<file path="src/rtl/ucb_pkg.sv">
// constants shared by the serial channel control block
package ucb_pkg;
    // ==========================================
    // register word offsets (byte addresses)
    localparam logic [7:0] OFF_STATUS_A   = 8'h00;
    localparam logic [7:0] OFF_DATA       = 8'h04;
    localparam logic [7:0] OFF_CTRL_B     = 8'h08;
    localparam logic [7:0] OFF_CTRL_C     = 8'h0C;
    localparam logic [7:0] OFF_BAUD_LOW   = 8'h10;
    localparam logic [7:0] OFF_BAUD_HIGH  = 8'h14;
    localparam logic [7:0] OFF_GLOBAL_IE  = 8'h18;
    // ==========================================
    // ctrl_status_b fields
    localparam int B_RX_IE    = 7;
    localparam int B_TX_IE    = 6;
    localparam int B_EMPTY_IE = 5;
    localparam int B_RX_EN    = 4;
    localparam int B_TX_EN    = 3;
    localparam int B_SIZE_HI  = 2;
    localparam int B_RX_NINTH = 1;
    localparam int B_TX_NINTH = 0;
    // ==========================================
    // ctrl_status_c fields
    localparam int C_SYNC     = 6;
    localparam int C_PAR_HI   = 5;
    localparam int C_PAR_LO   = 4;
    localparam int C_STOP2    = 3;
    localparam int C_SIZE_HI  = 2;
    localparam int C_SIZE_LO  = 1;
    localparam int C_POL      = 0;
    // ==========================================
    // status word fields and global enable
    localparam int A_RX_DONE  = 7;
    localparam int A_TX_DONE  = 6;
    localparam int A_EMPTY    = 5;
    localparam int A_FRAME    = 4;
    localparam int A_OVERRUN  = 3;
    localparam int A_PARITY   = 2;
    localparam int G_IE       = 7;
    // ==========================================
    // reset values and timing counts
    localparam logic [7:0]  RST_CTRL_B   = 8'h00;
    localparam logic [7:0]  RST_CTRL_C   = 8'h06;
    localparam logic [11:0] RST_BAUD     = 12'h000;
    localparam logic [3:0]  OSMP_LAST    = 4'hF;
    localparam logic [3:0]  OSMP_HALF    = 4'h7;
    localparam logic [1:0]  RX_DEPTH     = 2'h2;
    localparam logic [3:0]  MAX_BITS     = 4'h9;
    localparam logic [2:0]  SIZE_9BIT    = 3'h7;
    typedef enum logic [2:0] {ST_IDLE, ST_START, ST_DATA, ST_PAR, ST_STOP} ucb_state_t;
endpackage

</file>
<file path="src/rtl/ucb_usart.sv">
// serial channel: control registers, baud prescaler, transmitter and receiver
`timescale 1ns/10ps
// Contract
// RQ1: rx done request needs its enable, global enable and rx done flag.
// RQ2: tx done request needs its enable, global enable and tx done flag.
// RQ3: empty request needs its enable, global enable and buffer empty flag.
// RQ4: receiver enable turns on receiver and takes the input pin.
// RQ5: disabling receiver flushes buffer, clearing frame, overrun and parity flags.
// RQ6: transmitter enable turns on transmitter and takes the output pin.
// RQ7: cleared transmitter enable waits until shifter and buffer empty, then releases.
// RQ8: received ninth bit readable in control b; software reads it first.
// RQ9: writable ninth bit sent as ninth data bit; software writes it first.
// RQ10: mode select 0 means asynchronous, 1 synchronous.
// RQ11: transmitter adds parity over data bits when parity enabled.
// RQ12: parity code 00 off, 01 reserved, 10 even, 11 odd; both directions.
// RQ13: receiver checks parity and flags a mismatch as parity error.
// RQ14: transmitter sends one or two stop bits; receiver ignores the setting.
// RQ15: size code from b high bit and c low bits; 5,6,7,8,9 bits.
// RQ16: sync polarity 0 launches on rising, samples on falling; 1 reverses.
// RQ17: divisor is 12 bits, high four in high register, low eight in low.
// RQ18: writing low baud register reloads the prescaler at once.
// RQ19: software keeps baud steady while frames are in flight.
// RQ20: software writes zeros to reserved baud and control c bits.
// RQ21: software writes polarity zero in asynchronous mode.
// RQ22: rx done flag high while receive buffer holds unread data.
// RQ23: buffer empty flag high when buffer can accept data; set by reset.
// RQ24: ninth bit stored with its frame and read from buffer head.
module ucb_usart
    import ucb_pkg::*;
(
    input  wire logic        i_clk,
    input  wire logic        i_rst_n,
    input  wire logic        i_wb_cyc,
    input  wire logic        i_wb_stb,
    input  wire logic        i_wb_we,
    input  wire logic [7:0]  i_wb_adr,
    input  wire logic [3:0]  i_wb_sel,
    input  wire logic [31:0] i_wb_dat,
    output logic      [31:0] o_wb_dat,
    output logic             o_wb_ack,
    input  wire logic        i_rxd,
    output logic             o_txd,
    output logic             o_txd_take,
    output logic             o_rxd_take,
    output logic             o_xck,
    output logic             o_xck_oe,
    output logic             o_irq_rx_done,
    output logic             o_irq_tx_done,
    output logic             o_irq_empty
);
    // ==========================================
    // registers
    logic [7:0]  ctrl_b_q;
    logic [7:0]  ctrl_c_q;
    logic [7:0]  baud_low_q;
    logic [3:0]  baud_high_q;
    logic        global_ie_q;
    logic        ack_q;
    logic [31:0] rdat_q;
    logic [11:0] presc_q;
    logic        xck_q;
    logic        tx_own_q;
    logic [8:0]  tx_buf_q;
    logic        tx_full_q;
    logic        tx_done_q;
    ucb_state_t  tx_st_q;
    logic [8:0]  tx_sh_q;
    logic [3:0]  tx_idx_q;
    logic [3:0]  tx_sub_q;
    logic        tx_par_q;
    logic        tx_stop_q;
    logic        txd_q;
    ucb_state_t  rx_st_q;
    logic [8:0]  rx_sh_q;
    logic [3:0]  rx_idx_q;
    logic [3:0]  rx_sub_q;
    logic        rx_pe_q;
    logic [10:0] rx_mem_q [2];
    logic        rx_wp_q;
    logic        rx_rp_q;
    logic [1:0]  rx_cnt_q;
    logic        dor_q;

    // ==========================================
    // bus decode
    wire         req      = i_wb_cyc & i_wb_stb;
    wire         acc      = req & ack_q;
    wire         wr0      = acc & i_wb_we & i_wb_sel[0];
    wire         wr_a     = wr0 & (i_wb_adr == OFF_STATUS_A);
    wire         wr_data  = wr0 & (i_wb_adr == OFF_DATA);
    wire         wr_b     = wr0 & (i_wb_adr == OFF_CTRL_B);
    wire         wr_c     = wr0 & (i_wb_adr == OFF_CTRL_C);
    wire         wr_lo    = wr0 & (i_wb_adr == OFF_BAUD_LOW);
    wire         wr_hi    = wr0 & (i_wb_adr == OFF_BAUD_HIGH);
    wire         wr_g     = wr0 & (i_wb_adr == OFF_GLOBAL_IE);
    wire         rd_data  = acc & ~i_wb_we & (i_wb_adr == OFF_DATA);

    // ==========================================
    // configuration decode
    wire         rx_en    = ctrl_b_q[B_RX_EN];
    wire         tx_en    = ctrl_b_q[B_TX_EN];
    wire         sync_m   = ctrl_c_q[C_SYNC];                                 // RQ10
    wire         par_en   = ctrl_c_q[C_PAR_HI];                               // RQ12
    wire         par_odd  = ctrl_c_q[C_PAR_LO];                               // RQ12
    wire         two_stop = ctrl_c_q[C_STOP2];                                // RQ14
    wire [2:0]   size     = {ctrl_b_q[B_SIZE_HI], ctrl_c_q[C_SIZE_HI:C_SIZE_LO]}; // RQ15
    // reserved codes fall back to the 8-bit width
    wire [3:0]   nbits    = (size == SIZE_9BIT) ? MAX_BITS :
                            (size[2] ? 4'h8 : {2'b01, size[1:0]} + 4'h1);   // RQ15
    wire [8:0]   dmask    = 9'h1FF >> (MAX_BITS - nbits);
    wire [11:0]  divisor  = {baud_high_q, baud_low_q};                        // RQ17

    // ==========================================
    // baud prescaler and transfer clock
    wire         tick     = (presc_q == 12'h000);
    wire         launch   = tick & (xck_q == ctrl_c_q[C_POL]);                // RQ16
    wire         sample   = tick & (xck_q != ctrl_c_q[C_POL]);                // RQ16
    // a reload restarts the count so the new rate applies immediately
    always_ff @(posedge i_clk) begin
        if (!i_rst_n) begin
            presc_q <= RST_BAUD;
            xck_q   <= 1'b0;
        end else begin
            if (wr_lo)
                presc_q <= {baud_high_q, i_wb_dat[7:0]};                       // RQ18
            else if (tick)
                presc_q <= divisor;
            else
                presc_q <= presc_q - 12'h001;
            if (!sync_m)
                xck_q <= 1'b0;
            else if (tick)
                xck_q <= ~xck_q;
        end
    end

    // ==========================================
    // register writes
    always_ff @(posedge i_clk) begin
        if (!i_rst_n) begin
            ctrl_b_q    <= RST_CTRL_B;
            ctrl_c_q    <= RST_CTRL_C;
            baud_low_q  <= RST_BAUD[7:0];
            baud_high_q <= RST_BAUD[11:8];
            global_ie_q <= 1'b0;
        end else begin
            if (wr_b)
                ctrl_b_q <= {i_wb_dat[7:2], 1'b0, i_wb_dat[0]};
            if (wr_c)
                ctrl_c_q <= i_wb_dat[7:0];
            if (wr_lo)
                baud_low_q <= i_wb_dat[7:0];
            if (wr_hi)
                baud_high_q <= i_wb_dat[3:0];                                 // RQ17
            if (wr_g)
                global_ie_q <= i_wb_dat[G_IE];
        end
    end

    // ==========================================
    // bus answer: one wait state, data latched with the ack
    wire [10:0]  rx_head  = rx_mem_q[rx_rp_q];
    wire         rx_done  = (rx_cnt_q != 2'h0);                               // RQ22
    wire         empty    = ~tx_full_q;                                       // RQ23
    wire [7:0]   stat_a   = {rx_done, tx_done_q, empty, rx_head[10] & rx_done,
                             dor_q, rx_head[9] & rx_done, 2'b00};             // RQ5
    wire [7:0]   ctrl_b_r = {ctrl_b_q[7:2], rx_head[8] & rx_done, ctrl_b_q[0]}; // RQ8 RQ24
    wire [7:0]   rd_mux   = (i_wb_adr == OFF_STATUS_A)  ? stat_a :
                            (i_wb_adr == OFF_DATA)      ? rx_head[7:0] & {8{rx_done}} :
                            (i_wb_adr == OFF_CTRL_B)    ? ctrl_b_r :
                            (i_wb_adr == OFF_CTRL_C)    ? ctrl_c_q :
                            (i_wb_adr == OFF_BAUD_LOW)  ? baud_low_q :
                            (i_wb_adr == OFF_BAUD_HIGH) ? {4'h0, baud_high_q} :
                            (i_wb_adr == OFF_GLOBAL_IE) ? {global_ie_q, 7'h00} : 8'h00;
    always_ff @(posedge i_clk) begin
        if (!i_rst_n) begin
            ack_q  <= 1'b0;
            rdat_q <= 32'h0000_0000;
        end else begin
            ack_q  <= req & ~ack_q;
            rdat_q <= {24'h00_0000, rd_mux};
        end
    end
    assign o_wb_ack = ack_q;
    assign o_wb_dat = rdat_q;

    // ==========================================
    // interrupt requests
    assign o_irq_rx_done = ctrl_b_q[B_RX_IE] & global_ie_q & rx_done;        // RQ1
    assign o_irq_tx_done = ctrl_b_q[B_TX_IE] & global_ie_q & tx_done_q;      // RQ2
    assign o_irq_empty   = ctrl_b_q[B_EMPTY_IE] & global_ie_q & empty;       // RQ3

    // ==========================================
    // transmitter
    wire         tx_strb  = sync_m ? launch : (tick & (tx_sub_q == OSMP_LAST)); // RQ16
    wire         tx_load  = (tx_st_q == ST_IDLE) & tx_full_q & tx_own_q & (~sync_m | launch);
    wire         tx_end   = (tx_st_q == ST_STOP) & tx_strb & ~(two_stop & ~tx_stop_q);
    wire         tx_idle  = (tx_st_q == ST_IDLE) & ~tx_full_q;
    always_ff @(posedge i_clk) begin
        if (!i_rst_n) begin
            tx_own_q  <= 1'b0;
            tx_buf_q  <= 9'h000;
            tx_full_q <= 1'b0;
            tx_done_q <= 1'b0;
        end else begin
            // pin stays ours until the last pending frame is out
            if (tx_en)
                tx_own_q <= 1'b1;                                             // RQ6
            else if (tx_idle)
                tx_own_q <= 1'b0;                                             // RQ7
            if (wr_data & ~tx_full_q) begin
                tx_buf_q  <= {ctrl_b_q[B_TX_NINTH], i_wb_dat[7:0]};           // RQ9
                tx_full_q <= 1'b1;
            end else if (tx_load) begin
                tx_full_q <= 1'b0;
            end
            // a completing frame wins over a software clear
            if (tx_end & ~tx_full_q)
                tx_done_q <= 1'b1;
            else if (wr_a & i_wb_dat[A_TX_DONE])
                tx_done_q <= 1'b0;
        end
    end
    always_ff @(posedge i_clk) begin
        if (!i_rst_n) begin
            tx_st_q   <= ST_IDLE;
            tx_sh_q   <= 9'h000;
            tx_idx_q  <= 4'h0;
            tx_sub_q  <= 4'h0;
            tx_par_q  <= 1'b0;
            tx_stop_q <= 1'b0;
            txd_q     <= 1'b1;
        end else begin
            if (tick)
                tx_sub_q <= tx_sub_q + 4'h1;
            unique case (tx_st_q)
                ST_IDLE: begin
                    if (tx_load) begin
                        tx_sh_q  <= tx_buf_q & dmask;
                        tx_par_q <= (^(tx_buf_q & dmask)) ^ par_odd;          // RQ11
                        tx_sub_q <= 4'h0;
                        txd_q    <= 1'b0;
                        tx_st_q  <= ST_START;
                    end
                end
                ST_START: begin
                    if (tx_strb) begin
                        txd_q    <= tx_sh_q[0];
                        tx_sh_q  <= tx_sh_q >> 1;
                        tx_idx_q <= 4'h1;
                        tx_st_q  <= ST_DATA;
                    end
                end
                ST_DATA: begin
                    if (tx_strb) begin
                        if (tx_idx_q == nbits) begin
                            txd_q     <= par_en ? tx_par_q : 1'b1;            // RQ11
                            tx_stop_q <= 1'b0;
                            tx_st_q   <= par_en ? ST_PAR : ST_STOP;
                        end else begin
                            txd_q    <= tx_sh_q[0];
                            tx_sh_q  <= tx_sh_q >> 1;
                            tx_idx_q <= tx_idx_q + 4'h1;
                        end
                    end
                end
                ST_PAR: begin
                    if (tx_strb) begin
                        txd_q   <= 1'b1;
                        tx_st_q <= ST_STOP;
                    end
                end
                ST_STOP: begin
                    if (tx_strb) begin
                        tx_stop_q <= 1'b1;                                    // RQ14
                        if (tx_end)
                            tx_st_q <= ST_IDLE;
                    end
                end
            endcase
        end
    end
    assign o_txd      = txd_q;
    assign o_txd_take = tx_own_q;                                             // RQ6
    assign o_rxd_take = rx_en;                                                // RQ4
    assign o_xck      = xck_q;
    assign o_xck_oe   = sync_m & (tx_own_q | rx_en);

    // ==========================================
    // receiver and two-entry buffer
    wire         rx_strb  = sync_m ? sample : (tick & (rx_sub_q == OSMP_LAST));
    wire         rx_push  = rx_en & (rx_st_q == ST_STOP) & rx_strb;
    wire         rx_pop   = rd_data & rx_done;
    wire         rx_full  = (rx_cnt_q == RX_DEPTH);
    wire         rx_store = rx_push & (~rx_full | rx_pop);
    always_ff @(posedge i_clk) begin
        if (!i_rst_n) begin
            rx_st_q  <= ST_IDLE;
            rx_sh_q  <= 9'h000;
            rx_idx_q <= 4'h0;
            rx_sub_q <= 4'h0;
            rx_pe_q  <= 1'b0;
        end else if (!rx_en) begin
            rx_st_q  <= ST_IDLE;
        end else begin
            if (tick)
                rx_sub_q <= rx_sub_q + 4'h1;
            unique case (rx_st_q)
                ST_IDLE: begin
                    rx_sh_q  <= 9'h000;
                    rx_idx_q <= 4'h0;
                    rx_pe_q  <= 1'b0;
                    if (sync_m ? (sample & ~i_rxd) : (tick & ~i_rxd)) begin   // RQ16
                        rx_sub_q <= 4'h0;
                        rx_st_q  <= sync_m ? ST_DATA : ST_START;
                    end
                end
                ST_START: begin
                    // recheck mid start bit to reject glitches
                    if (tick & (rx_sub_q == OSMP_HALF)) begin
                        rx_sub_q <= 4'h0;
                        rx_st_q  <= i_rxd ? ST_IDLE : ST_DATA;
                    end
                end
                ST_DATA: begin
                    if (rx_strb) begin
                        rx_sh_q[rx_idx_q] <= i_rxd;
                        rx_idx_q          <= rx_idx_q + 4'h1;
                        if (rx_idx_q + 4'h1 == nbits)
                            rx_st_q <= par_en ? ST_PAR : ST_STOP;
                    end
                end
                ST_PAR: begin
                    if (rx_strb) begin
                        rx_pe_q <= i_rxd != ((^rx_sh_q) ^ par_odd);           // RQ13
                        rx_st_q <= ST_STOP;
                    end
                end
                ST_STOP: begin
                    // only the first stop bit is checked
                    if (rx_strb)
                        rx_st_q <= ST_IDLE;                                   // RQ14
                end
            endcase
        end
    end
    always_ff @(posedge i_clk) begin
        if (!i_rst_n) begin
            rx_mem_q[0] <= 11'h000;
            rx_mem_q[1] <= 11'h000;
            rx_wp_q     <= 1'b0;
            rx_rp_q     <= 1'b0;
            rx_cnt_q    <= 2'h0;
            dor_q       <= 1'b0;
        end else if (!rx_en) begin
            rx_wp_q  <= 1'b0;                                                 // RQ5
            rx_rp_q  <= 1'b0;
            rx_cnt_q <= 2'h0;
            dor_q    <= 1'b0;
        end else begin
            if (rx_store) begin
                rx_mem_q[rx_wp_q] <= {~i_rxd, rx_pe_q, rx_sh_q};              // RQ24
                rx_wp_q           <= ~rx_wp_q;
            end
            if (rx_pop)
                rx_rp_q <= ~rx_rp_q;
            rx_cnt_q <= rx_cnt_q + {1'b0, rx_store} - {1'b0, rx_pop};         // RQ22
            if (rx_push & ~rx_store)
                dor_q <= 1'b1;
            else if (rx_pop)
                dor_q <= 1'b0;
        end
    end
endmodule

</file>
<file path="config.mk">
export PLATFORM = sky130hd
export DESIGN_NAME = ucb_usart
export DESIGN_NICKNAME = d
export VERILOG_FILES = /design/src/rtl/ucb_pkg.sv /design/src/rtl/ucb_usart.sv
export SDC_FILE = /design/constraint.sdc
export NUM_CORES = 1
export LEC_CHECK = 0
export BUFFER_PORTS_ARGS = -buffer_cell sky130_fd_sc_hd__buf_2
export CORE_ASPECT_RATIO = 0.8
export CORE_UTILIZATION = 62
export CTS_BUF_LIST = sky130_fd_sc_hd__clkbuf_8
export DETAILED_ROUTE_END_ITERATION = 12
export GPL_TIMING_DRIVEN = 0
export PLACE_DENSITY = 0.85
export SYNTH_ARGS = -nofsm -noshare
export SYNTH_HDL_FRONTEND = slang
export SYNTH_SLANG_ARGS = --single-unit
export TNS_END_PERCENT = 50
</file>
<file path="constraint.sdc">
create_clock -name i_clk -period 7.85 [get_ports i_clk]
set_input_delay 0 -clock i_clk [delete_from_list [all_inputs] [get_ports i_clk]]
set_output_delay 0 -clock i_clk [all_outputs]
set_load 0.03 [all_outputs]
</file>
==> results of run 1 <==
==> layer usage <==
layer	track usage	vias to the layer above	wire length [um]
met3	0.0663	53	1950
met1	0.453	3017	8160
met5	0	-	0
met2	0.530	387	8750
met4	0.137	0	447
li1	-	3008	-
==> flip-flops by register name, summed over array words and instances, names as in the netlist, 2 cells and up, named ones only <==
signal,cells
baud_high_q,4
baud_low_q,8
ctrl_b_q,7
ctrl_c_q,8
o_wb_dat,8
presc_q,12
rx_cnt_q,2
rx_idx_q,4
rx_mem_q,22
rx_sh_q,9
rx_st_q,3
rx_sub_q,4
tx_buf_q,9
tx_idx_q,4
tx_sh_q,9
tx_st_q,3
tx_sub_q,4
==> per-stage QoR <==
step / power [mW] / hold WS (ns) / cell area [um2] / std cells / util
2_1_floorplan: 1.03 / 0.118 / 7140 / 833 / -
3_3_place_gp: 1.09 / 0.235 / 7510 / 1015 / 0.684
3_5_place_dp: 1.11 / 0.251 / 7510 / 1015 / 0.684
4_1_cts: 1.70 / 0.0101 / 8060 / 1061 / 0.734
5_1_grt: 1.77 / 0.0360 / 8060 / 1061 / 0.734
6_report: 1.71 / 0.0489 / 8060 / 1061 / 0.734
==> synth_stat cells (all sizes together), types with 3 or more instances <==
master / instances
dfxtp: 112
nand2: 86
nor2: 82
a21oi: 74
buf: 34
clkbuf: 32
mux2i: 29
xnor2: 28
nand3: 26
o21ai: 25
and2: 24
inv: 24
nor3: 24
edfxtp: 22
ha: 15
a211oi: 14
xor2: 13
mux2: 12
a21o: 10
and3: 9
nor2b: 9
o211ai: 9
o211a: 8
nor4: 7
nand2b: 6
o31ai: 5
or3: 5
a222oi: 4
a31oi: 4
nand3b: 4
nor4b: 4
a22o: 3
nand4: 3
o21ba: 3
o21bai: 3
==> logic make-up (layout without fill, tap and decap cells) <==
family	Yosys count	in the layout
simple gates	306	306
fa+ha+maj	15	15
mux	41	41
compound gates	182	182
flops	134	134
buf+inv	90	174
other cells	1	24
xor+xnor	41	41
==> power by group through the flow <==
stage / registers, mW / clock network (mW) / logic [mW]
finish: 0.764 / 0.595 / 0.352
global route: 0.768 / 0.627 / 0.380
CTS: 0.764 / 0.595 / 0.345
detailed placement: 0.779 / 0 / 0.334
global placement: 0.775 / 0 / 0.318
floorplan: 0.771 / 0 / 0.260
==> worst max-delay path: cells and delay by family (launching register included) <==
| kind | cells | cell delay, ns |
|---|---|---|
| buffers and inverters | 2 | 0.31 |
| AO/OA/AOI/OAI | 1 | 0.76 |
| AND/OR/NAND/NOR | 4 | 2.04 |
| flip-flops | 1 | 0.33 |
==> worst min-delay path by stage <==
stage	start	end	cells after the start
floorplan	i_wb_stb	o_wb_ack	2
global placement	i_wb_stb	o_wb_ack	3
detailed placement	i_wb_stb	o_wb_ack	3
CTS	i_wb_adr[2]	o_wb_dat[4]	4
global route	i_wb_adr[2]	o_wb_dat[4]	4
finish	i_wb_adr[2]	o_wb_dat[4]	4
==> final cells by class <==
class	instances	area, um2	area share
Clock buffer	18	248	0.0307
Buffer	66	358	0.0444
Inverter	24	90.1	0.0112
Clock inverter	14	159	0.0197
Tap cell	144	180	0.0224
Timing Repair Buffer	52	330	0.0410
Multi-Input combinational cell	609	3790	0.470
Sequential cell	134	2900	0.360
==> timing repair <==
| item | CTS | global route |
|---|---|---|
| hold endpoints to repair | 51 | 0 |
| resized for setup | 0 | 0 |
| hold buffers | 14 | 0 |
| buffers inserted | 0 | 0 |
==> results.txt, run 1 <==
----------------------------------------------------
[Die]
  Die Width ... 121 um
  Number of top-level pins ... 91
  Die Outline Area ... 11,800 um2
  Placeable Area ... 11,000 um2
  Placement Rows ... 34
  Effective utilization at floorplan ... 0.643
  Die Height ... 97.4 um

[Logic synthesis]
  Share of synthesized cell area in and, or, nand and nor gates ... 0.216
  Post-synthesis cell type count ... 74
  Combinational family with the most area after synthesis ... simple AND/OR/NAND/NOR gates
  Flop and latch count out of synthesis ... 134
  Top_reg_cell synth ... sky130_fd_sc_hd__dfxtp_1
  Share of Yosys cell area claimed by the top area cell type ... 0.318
  Post-Synth Adder-Cell Area ... 0.0266
  Number of synthesis warnings ... 0
  Compound-Gate Fraction of Synth Area ... 0.171
  FFs w/ async S/R, synth ... 0
  Post-synthesis sequential area ratio ... 0.411
  Synthesized area per cell ... 8.71 um2
  Number of instances in the synthesized netlist ... 810
  Number of flops mapped to enable cells by yosys ... 22
  Post-synthesis instance area ... 7060 um2
  Synth area leaders ... sky130_fd_sc_hd__dfxtp_1 32%, sky130_fd_sc_hd__edfxtp_1 9.4%, sky130_fd_sc_hd__a21oi_1 5.2%
  Multiplexer share of the synthesized area ... 0.0603
  Cell type with the highest aggregate area in the netlist ... sky130_fd_sc_hd__dfxtp_1
  Xor-xnor portion of the synthesized cell area ... 0.0509

[Critical path]
  Endpoint of the worst setup timing path ... rx_mem_q[0][5]
  Nature of the critical path endpoint ... register
  Worst-path maximum fanout ... 11
  Worst flop-to-flop path startpoint ... presc_q[4]
  Path depth of the worst reg2reg path ... 7
  Slack of the worst reg-to-reg path ... 4.02 ns
  Setup CP Type ... reg2reg
  Endpoint of the most critical register-to-register path ... rx_mem_q[0][5]
  Crit path launch ... presc_q[4]
  CP peak stage delay ... 0.76 ns
  Sequence of cells on the critical path ... or4_1 > buf_2 > nor4b_4 > nand3_1 > nor2_1 > inv_1 > o21ai_1
  Worst path arrival time ... 3.90 ns
  CP required ... 7.92 ns
  Slowest CP cell ... sky130_fd_sc_hd__o21ai_1
  Crit start category ... register

[Route]
  Routed wirelength normalized by instance count ... 18.2 um
  DRT Pass-1 Iters ... 8
  Number of vias after detailed routing ... 6,465
  DRC errors left ... 0
  Remaining number of nets flagged by the antenna check after routing ... 0
  Drt total wl ... 19,300 um
  Avg Vias per Cell ... 6.09
  Number of design-rule violations left by the first detailed-router iteration ... 815

[Pwr]
  NetSw ... 517 uW
  Int Power ... 1.19 mW
  Switching Share ... 0.302
  Clock power frac ... 0.348
  Share of total power in combinational logic ... 0.205
  Static Leakage ... 3.24 nW
  Worst vdd rail ir drop ... 0.140 mV
  Sequential fraction of design power ... 0.447
  Power Dens Cells ... 212 nW/um2

[Timing]
  Fin crit share ... 0.488
  Summed negative setup slack over all endpoints ... 0 ns
  Pins over their slew limit ... 0
  Achievable Freq ... 0.261 GHz
  Minimum clock period ... 3.83 ns
  Maximum clock skew at final layout ... 0.0144 ns
  Final setup violation count ... 0
  Unrepaired setup endpoints after global routing ... false
  Slew Limit Headroom ... 0.355
  Final Worst Setup Slack ... 4.02 ns
  Number of endpoints with negative hold slack in the final report ... 0
  Least-Margin Pin Slew ... 0.961 ns

[Final layout]
  Final-stage net count ... 969
  Share of layout cells above drive strength 1 ... 0.140
  Area overhead of the layout relative to synthesis ... 14.2%
  Final antenna diode count ... 0
  Most common library cell in the layout ignoring fill and taps ... sky130_fd_sc_hd__dfxtp_1
  Commonest cells after routing, fill and taps aside ... 112 x sky130_fd_sc_hd__dfxtp_1, 85 x sky130_fd_sc_hd__nand2_1, 80 x sky130_fd_sc_hd__nor2_1
  Number of fill cells in the layout ... 840

[Clock tree]
  TritonCTS clock tree ... done
  Worst-path clk slew ... 0.07 ns
  Max clock buf depth ... 2
  TritonCTS Buffers ... 17
  Clock Tree Root ... sky130_fd_sc_hd__clkbuf_8
  Clock latency of the later-clocked register in the worst-skew pair ... 0.45 ns
  Number of clock sinks seen by CTS ... 134
  Max H-tree Level ... 4

[Global route]
  Pin count of the biggest net entering global routing ... 17
  Initial antenna violation count ... 0
  First-pass GRT wire length ... 30,500 um
  Vias in the first global route ... 6,148
  Congestion Overflow GR ... 0
  Global-route usage over all layers ... 0.337

[Place]
  Buffers on Ports ... 38
  GPL Wtd Cong ... 0.921
  Post-Place Setup Slack ... 4.16 ns
  Post-detail-place hpwl ... 13,900 um

[Run]
  Max-Cap Viols ... 0

[Hold path]
  Worst min path class ... in2reg

[Outcome]
  Result of the run ... complete, no violations

----------------------------------------------------
Note: power is estimated with default switching activity, not from simulation.
==> inputs of run 2 (changes only) <==
- CORE_UTILIZATION: 62 -> 54
- PLACE_DENSITY: 0.85 -> 0.78
- clock period: 7.85 -> 3.2 ns (I/O delays scaled with it)
==> run 2 against run 1 <==
Core utilization down 7.9 points. Wire length down 1.6%. Register-to-register slack worse by 3.9 ns. Combinational power up 150%. Largest cell class unchanged. Largest power group unchanged.
==> results.txt, run 2 (synthesis results as in run 1) <==
----------------------------------------------------
[Place]
  Post-Place Setup Slack ... -0.363 ns (-4.52 ns)
  GPL Wtd Cong ... 0.912 (-0.98%)
  Buffers on Ports ... 38 (unchanged)
  Total cell area at the placement stage ... 7550 um2 (+0.55%)
  Post-detail-place hpwl ... 13,400 um (-3.5%)
  Placed cell count ... 1,043 (+2.8%)

[Final layout]
  Commonest cells after routing, fill and taps aside ... 111 x sky130_fd_sc_hd__dfxtp_1, 85 x sky130_fd_sc_hd__nand2_1, 78 x sky130_fd_sc_hd__nor2_1
  Area overhead of the layout relative to synthesis ... 15.4%
  Largest regs ... rx_mem_q: 22 flops, presc_q: 12 flops
  Most common library cell in the layout ignoring fill and taps ... sky130_fd_sc_hd__dfxtp_1
  Number of flip-flops in the largest register ... 22 (unchanged)
  Final cell count without fillers ... 1,089 (+2.6%)
  Share of layout cells above drive strength 1 ... 0.150 (+0.0107)
  Number of fill cells in the layout ... 1,039 (+24%)
  Final-stage net count ... 970 (+0.10%)
  Final antenna diode count ... 0 (unchanged)
  Post-Layout Inst Area ... 8140 um2 (+1.0%)
  Register containing the most flip-flops in the final layout ... rx_mem_q
  Core Util, Final ... 0.655 (-0.0795)

[Route]
  Remaining number of nets flagged by the antenna check after routing ... 0 (unchanged)
  Avg Vias per Cell ... 5.81 (-4.6%)
  DRT Pass-1 Iters ... 7 (-1)
  DRC errors left ... 0 (unchanged)
  Routed wirelength normalized by instance count ... 17.5 um (-4.1%)
  Number of vias after detailed routing ... 6,331 (-2.1%)
  Drt total wl ... 19,000 um (-1.6%)
  Number of design-rule violations left by the first detailed-router iteration ... 667 (-18%)

[Critical path]
  Setup CP Type ... reg2reg
  Slowest CP cell ... sky130_fd_sc_hd__or3b_2
  Sequence of cells on the critical path ... ha_1 > nand2_1 > ha_2 > or3b_2 > a21oi_1 > a311oi_1 > xor2_1 > or3_1 > and3_1 > o311a_1
  CP peak stage delay ... 0.45 ns (-0.31 ns)
  Worst path arrival time ... 3.42 ns (-0.48 ns)
  Crit start category ... register
  Nature of the critical path endpoint ... register
  Worst-path maximum fanout ... 8 (-3)
  CP required ... 3.55 ns (-4.37 ns)

[Timing]
  Final setup violation count ... 0 (unchanged)
  Minimum clock period ... 3.07 ns (-0.754 ns)
  Pins over their slew limit ... 0 (unchanged)
  Least-Margin Pin Slew ... 0.815 ns (-0.147 ns)
  Final Worst Setup Slack ... 0.126 ns (-3.90 ns)
  Maximum clock skew at final layout ... 0.0110 ns (-0.00339 ns)
  Achievable Freq ... 0.325 GHz (+25%)
  Slew Limit Headroom ... 0.457 (+0.102)
  Unrepaired setup endpoints after global routing ... true
  Number of endpoints with negative hold slack in the final report ... 0 (unchanged)
  Worst Hold Margin ... 0.0254 ns (-0.0234 ns)
  Fin crit share ... 0.961 (+0.473)

[Run]
  Max-Cap Viols ... 0 (unchanged)

[Pwr]
  Static Leakage ... 3.25 nW (+0.37%)
  Power Dens Cells ... 525 nW/um2 (+150%)
  Worst vdd rail ir drop ... 0.348 mV (+150%)

[Global route]
  Congestion Overflow GR ... 0 (unchanged)
  Vias in the first global route ... 5,519 (-10%)
  First-pass GRT wire length ... 29,700 um (-2.6%)
  Initial antenna violation count ... 0 (unchanged)
  Global-route usage over all layers ... 0.290 (-0.0475)
  Pin count of the biggest net entering global routing ... 17 (unchanged)

[Clock tree]
  Clock Tree Root ... sky130_fd_sc_hd__clkbuf_8
  Clock latency of the later-clocked register in the worst-skew pair ... 0.46 ns (about the same)
  Number of clock sinks seen by CTS ... 134 (unchanged)
  TritonCTS clock tree ... done
  TritonCTS Buffers ... 17 (unchanged)
  Max clock buf depth ... 2 (unchanged)
  Worst-path clk slew ... 0.08 ns (about the same)
  Max H-tree Level ... 4 (unchanged)

[Die]
  Effective utilization at floorplan ... 0.568 (-0.0753)
  Number of top-level pins ... 91 (unchanged)
  Placement Rows ... 36 (+5.9%)
  Die Width ... 130 um (+7.0%)
  Die Height ... 104 um (+7.0%)
  Placeable Area ... 12,400 um2 (+13%)
  Die Outline Area ... 13,500 um2 (+15%)

[Hold path]
  Worst min path class ... in2reg

[Outcome]
  Result of the run ... complete, no violations

----------------------------------------------------
==> run 2: cell types whose count changed in the layout (fill, tap and decap cells not counted), sizes merged <==
cell         delta
buf             +3
clkinv          -1
clkbuf          +1
clkinvlp        -1
dlygate4sd3     -2
inv             +1
==> run 2: area by class of cell <==
| cell class | instances | area [um2] | share of cell area |
|---|---|---|---|
| plain buffers | 66 | 358 | 0.0440 |
| clock buffers | 19 | 262 | 0.0321 |
| clock inverters | 13 | 169 | 0.0208 |
| inverters | 24 | 90.1 | 0.0111 |
| multi-input cells | 609 | 3810 | 0.468 |
| flip-flops and latches | 134 | 2900 | 0.357 |
| well taps | 171 | 214 | 0.0263 |
| repair buffers | 53 | 333 | 0.0409 |
==> run 2: critical path, delay by kind of cell, from the launching register on <==
family          cells  cell delay (ns)
simple gates        4             1.10
flops               1             0.39
compound gates      3             0.53
xor+xnor            1             0.18
fa+ha+maj           2             0.77
==> run 2: routing by layer <==
metal  track usage  share of wire  vias to the layer above
met1         0.437           0.46                     2965
met4        0.0963          0.022                        0
li1              -              -                     3023
met5             0              0                        -
met2         0.403           0.42                      304
met3        0.0638          0.096                       39
==> run 2: per-stage QoR <==
stage               power (mW)  TNS [ns]
finish                    4.27         0
global route              4.45   -0.0116
CTS                       4.26         0
detailed placement        2.72     -5.12
global placement          2.70    -11.15
floorplan                 2.53         0
==> run 2: final timing paths <==
kind	startpoint	to	slack, ns	cells past startpoint
min	i_wb_adr[2]	o_wb_dat[4]	0.03	4
max	ctrl_c_q[1]	tx_par_q	0.13	10
max reg2reg	ctrl_c_q[1]	tx_par_q	0.13	10
min reg2reg	o_wb_ack	o_wb_ack	0.45	1
==> run 2: timing repair <==
| action | CTS | global route |
|---|---|---|
| hold endpoints to repair | 48 | 0 |
| gates cloned | 0 | 0 |
| hold buffers | 12 | 0 |
| endpoints found under the setup margin | 44 | 8 |
| resized for setup | 2 | 5 |
| pin swaps | 1 | 1 |
| buffers inserted | 2 | 0 |
==> run 2: where the power goes <==
part	internal (mW)	switching, mW
logic	0.364	0.503
clock network	0.823	0.717
registers	1.80	0.0688
==> inputs of run 3 (changes only) <==
- ABC_AREA: default -> 1
- CORE_UTILIZATION: 54 -> 55
- PLACE_DENSITY: 0.78 -> 0.79
==> run 3 against run 2 <==
Flip-flop and latch count unchanged. Critical path type unchanged. Non-clock buffer count shrank 17. Hold slack gained 0.026 ns. Critical endpoint unchanged. Wire length grew 5.2%. Cell count grew 20%. Core utilization fell by 0.42 points. Die area grew 0.99%. Clock skew is essentially flat. Synthesized area up 2.9%.
==> results.txt, run 3 <==
----------------------------------------------------
[Route]
  Number of design-rule violations left by the first detailed-router iteration ... 640 (-4.0%)
  Drt total wl ... 20,000 um (+5.2%)
  DRC errors left ... 0 (unchanged)
  Number of vias after detailed routing ... 6,935 (+9.5%)
  Avg Vias per Cell ... 5.31 (-8.7%)
  DRT Pass-1 Iters ... 5 (-2)
  Remaining number of nets flagged by the antenna check after routing ... 0 (unchanged)
  Routed wirelength normalized by instance count ... 15.3 um (-12%)

[Final layout]
  Number of flip-flops in the largest register ... 22 (unchanged)
  Share of layout cells above drive strength 1 ... 0.123 (-0.0275)
  Final-stage net count ... 1,184 (+22%)
  Most common library cell in the layout ignoring fill and taps ... sky130_fd_sc_hd__nand2_1
  Largest regs ... rx_mem_q: 22 flops, presc_q: 12 flops
  Final antenna diode count ... 0 (unchanged)
  Register containing the most flip-flops in the final layout ... rx_mem_q
  Area overhead of the layout relative to synthesis ... 15.4% (about the same)
  Commonest cells after routing, fill and taps aside ... 202 x sky130_fd_sc_hd__nand2_1, 140 x sky130_fd_sc_hd__nor2_1, 135 x sky130_fd_sc_hd__inv_1
  Post-Layout Inst Area ... 8370 um2 (+2.9%)

[Global route]
  Met3 track demand over resource in global routing ... 0.0819 (+0.0181)
  Vias in the first global route ... 6,256 (+13%)
  Initial antenna violation count ... 0 (unchanged)
  Most used routing layer in global routing ... met2
  Met2 Usage GRT ... 0.445 (+0.0419)
  Pin count of the biggest net entering global routing ... 17 (unchanged)
  Global-route usage over all layers ... 0.307 (+0.0176)
  Congestion Overflow GR ... 0 (unchanged)
  Met1 usage ... 0.436 (-0.000664)
  First-pass GRT wire length ... 31,800 um (+7.3%)

[Timing]
  Worst Hold Margin ... 0.0518 ns (+0.0264 ns)
  Maximum clock skew at final layout ... 0.0113 ns (+0.000268 ns)
  Summed negative setup slack over all endpoints ... 0 ns (unchanged)
  Final Worst Setup Slack ... 0.353 ns (+0.228 ns)
  Slew Limit Headroom ... 0.480 (+0.0235)
  Achievable Freq ... 0.351 GHz (+8.0%)
  Unrepaired setup endpoints after global routing ... false
  Fin crit share ... 0.890 (-0.0711)
  Pins over their slew limit ... 0 (unchanged)
  Least-Margin Pin Slew ... 0.780 ns (-0.0352 ns)
  Number of endpoints with negative hold slack in the final report ... 0 (unchanged)
  Minimum clock period ... 2.85 ns (-0.228 ns)
  Final setup violation count ... 0 (unchanged)

[Clock tree]
  Quantity of hold-fixing buffers added after cts ... 15 (+3)
  Count of buffers added by post-CTS timing repair for setup ... 0 (-2)
  Cts repair resizes ... 0 (-2)
  Number of clock sinks seen by CTS ... 134 (unchanged)
  TritonCTS Buffers ... 17 (unchanged)
  Max H-tree Level ... 4 (unchanged)
  Worst-path clk slew ... 0.08 ns (about the same)
  Clock latency of the later-clocked register in the worst-skew pair ... 0.45 ns (about the same)
  TritonCTS clock tree ... done
  Max clock buf depth ... 2 (unchanged)
  Clock Tree Root ... sky130_fd_sc_hd__clkbuf_8

[Die]
  Placement Rows ... 37 (+2.8%)
  Die Outline Area ... 13,700 um2 (+0.99%)
  Effective utilization at floorplan ... 0.564 (-0.00356)
  Number of top-level pins ... 91 (unchanged)
  Die Height ... 105 um (+0.49%)
  Placeable Area ... 12,900 um2 (+3.5%)
  Die Width ... 130 um (+0.49%)

[Critical path]
  CP required ... 3.55 ns (about the same)
  Worst path arrival time ... 3.20 ns (-0.22 ns)
  CP delay by family, top ... simple AND/OR/NAND/NOR gates
  CP peak stage delay ... 0.36 ns (-0.09 ns)
  Slowest CP cell ... sky130_fd_sc_hd__dfxtp_1
  Crit start category ... register
  Nature of the critical path endpoint ... register
  Most used cell along the critical path ... sky130_fd_sc_hd__nand2_1
  Setup CP Type ... reg2reg
  CP Buf/Inv Count ... 3 (+3)
  Worst-path maximum fanout ... 6 (-2)
  Sequence of cells on the critical path ... ha_1 > nor2_1 > inv_1 > ha_1 > ha_1 > nor2_1 > nand2_1 > nand2_1 > nand3_1 > nand2_1 > inv_1 > nand2_1 > nand2_1 > nand2_1 > nand3_1 > nand2_1 > inv_1

[Run]
  Max-Cap Viols ... 0 (unchanged)

[Hold path]
  Worst min path class ... in2reg

[Logic synthesis]
  Most instantiated cells after synthesis ... 202 x sky130_fd_sc_hd__nand2_1, 140 x sky130_fd_sc_hd__nor2_1, 133 x sky130_fd_sc_hd__inv_1
  Cell type with the highest aggregate area in the netlist ... sky130_fd_sc_hd__dfxtp_1
  FFs w/ async S/R, synth ... 0 (unchanged)
  Number of synthesis warnings ... 0 (unchanged)
  Post-synthesis sequential area ratio ... 0.400 (-0.0115)
  Number of flops mapped to enable cells by yosys ... 22 (unchanged)
  Synth area leaders ... sky130_fd_sc_hd__dfxtp_1 31%, sky130_fd_sc_hd__nand2_1 10%, sky130_fd_sc_hd__edfxtp_1 9.1%
  Synthesized area per cell ... 7.10 um2 (-18%)
  Cell with the most instances after synthesis ... sky130_fd_sc_hd__nand2_1
  Number of instances in the synthesized netlist ... 1,022 (+26%)
  Flop and latch count out of synthesis ... 134 (unchanged)
  Top_reg_cell synth ... sky130_fd_sc_hd__dfxtp_1
  Post-synthesis instance area ... 7260 um2 (+2.9%)
  Post-synthesis cell type count ... 47 (-36%)
  Share of Yosys cell area claimed by the top area cell type ... 0.309 (-0.00887)

[Pwr]
  NetSw ... 1.39 mW (+7.9%)
  Sequential fraction of design power ... 0.419 (-0.018)
  Static Leakage ... 3.56 nW (+9.7%)
  Switching Share ... 0.311 (+0.00964)
  Power Dens Cells ... 534 nW/um2 (+1.6%)
  Worst vdd rail ir drop ... 0.247 mV (-29%)
  Share of total power in combinational logic ... 0.219 (+0.016)
  Clock power frac ... 0.362 (+0.002)
  Int Power ... 3.08 mW (+3.1%)
  Sum of internal, switching and leakage power ... 4.47 mW (+4.6%)

[Place]
  Buffers on Ports ... 38 (unchanged)
  Total cell area at the placement stage ... 7770 um2 (+2.8%)
  Post-detail-place hpwl ... 14,900 um (+11%)
  Post-Place Setup Slack ... 0.430 ns (+0.794 ns)
  GPL Wtd Cong ... 0.989 (+8.5%)

[Outcome]
  Result of the run ... complete, no violations

----------------------------------------------------
==> run 3: kinds of logic (layout without fill, tap and decap cells) <==
| family | after synthesis | in the layout | share of synthesized area |
|---|---|---|---|
| AND/OR/NAND/NOR | 456 | 456 | 0.275 |
| AO/OA/AOI/OAI | 199 | 199 | 0.148 |
| adder cells (fa/ha/maj) | 15 | 15 | 0.0259 |
| buffers and inverters | 186 | 273 | 0.112 |
| XOR/XNOR | 26 | 26 | 0.0314 |
| other | 1 | 24 | 0.000517 |
| flip-flops | 134 | 134 | 0.400 |
| multiplexers | 5 | 5 | 0.00690 |
==> run 3: cell type report <==
cell class,count,area [um2]
fillers,1175,4500
multi-input cells,725,3630
flip-flops and latches,134,2900
inverters,139,522
repair buffers,55,355
clock buffers,22,303
plain buffers,47,293
well taps,175,219
clock inverters,10,151
==> run 3: metrics by stage <==
stage               std cells  utilization
finish                   1307        0.651
global placement         1258        0.602
global route             1307        0.651
floorplan                1045            -
CTS                      1307        0.651
detailed placement       1260        0.604
==> run 3: final timing paths <==
kind	startpoint	endpoint	slack, ns	depth (start not counted)
worst max-delay path	ctrl_c_q[1]	tx_par_q	0.35	17
worst min-delay path	i_rst_n	tx_buf_q[3]	0.05	3
worst min register to register	o_wb_ack	o_wb_ack	0.47	1
worst max register to register	ctrl_c_q[1]	tx_par_q	0.35	17
==> run 3: worst reg2reg max path: stages (launching register included) <==
cell                      delay [ns]
sky130_fd_sc_hd__dfxtp_1        0.36
sky130_fd_sc_hd__ha_1           0.23
sky130_fd_sc_hd__nor2_1         0.36
sky130_fd_sc_hd__inv_1          0.31
sky130_fd_sc_hd__ha_1           0.27
sky130_fd_sc_hd__ha_1           0.34
sky130_fd_sc_hd__nor2_1         0.17
sky130_fd_sc_hd__nand2_1        0.09
sky130_fd_sc_hd__nand2_1        0.08
sky130_fd_sc_hd__nand3_1        0.06
sky130_fd_sc_hd__nand2_1        0.10
sky130_fd_sc_hd__inv_1          0.06
sky130_fd_sc_hd__nand2_1        0.05
sky130_fd_sc_hd__nand2_1        0.05
sky130_fd_sc_hd__nand2_1        0.05
sky130_fd_sc_hd__nand3_1        0.07
sky130_fd_sc_hd__nand2_1        0.05
sky130_fd_sc_hd__inv_1          0.04
==> run 3: power groups by stage <==
| stage | registers, mW | logic (mW) | clock network [mW] |
|---|---|---|---|
| after global routing | 1.88 | 1.08 | 1.69 |
| final | 1.87 | 0.978 | 1.62 |
| after detailed placement | 1.91 | 0.953 | 0 |
| after global placement | 1.91 | 0.927 | 0 |
| after floorplan | 1.90 | 0.745 | 0 |
| after CTS | 1.87 | 0.970 | 1.62 |
==> run 3: layer usage <==
layer	part of all wire	vias up
met5	0	-
met4	0.023	0
met3	0.086	41
met2	0.43	289
met1	0.46	3132
li1	-	3473
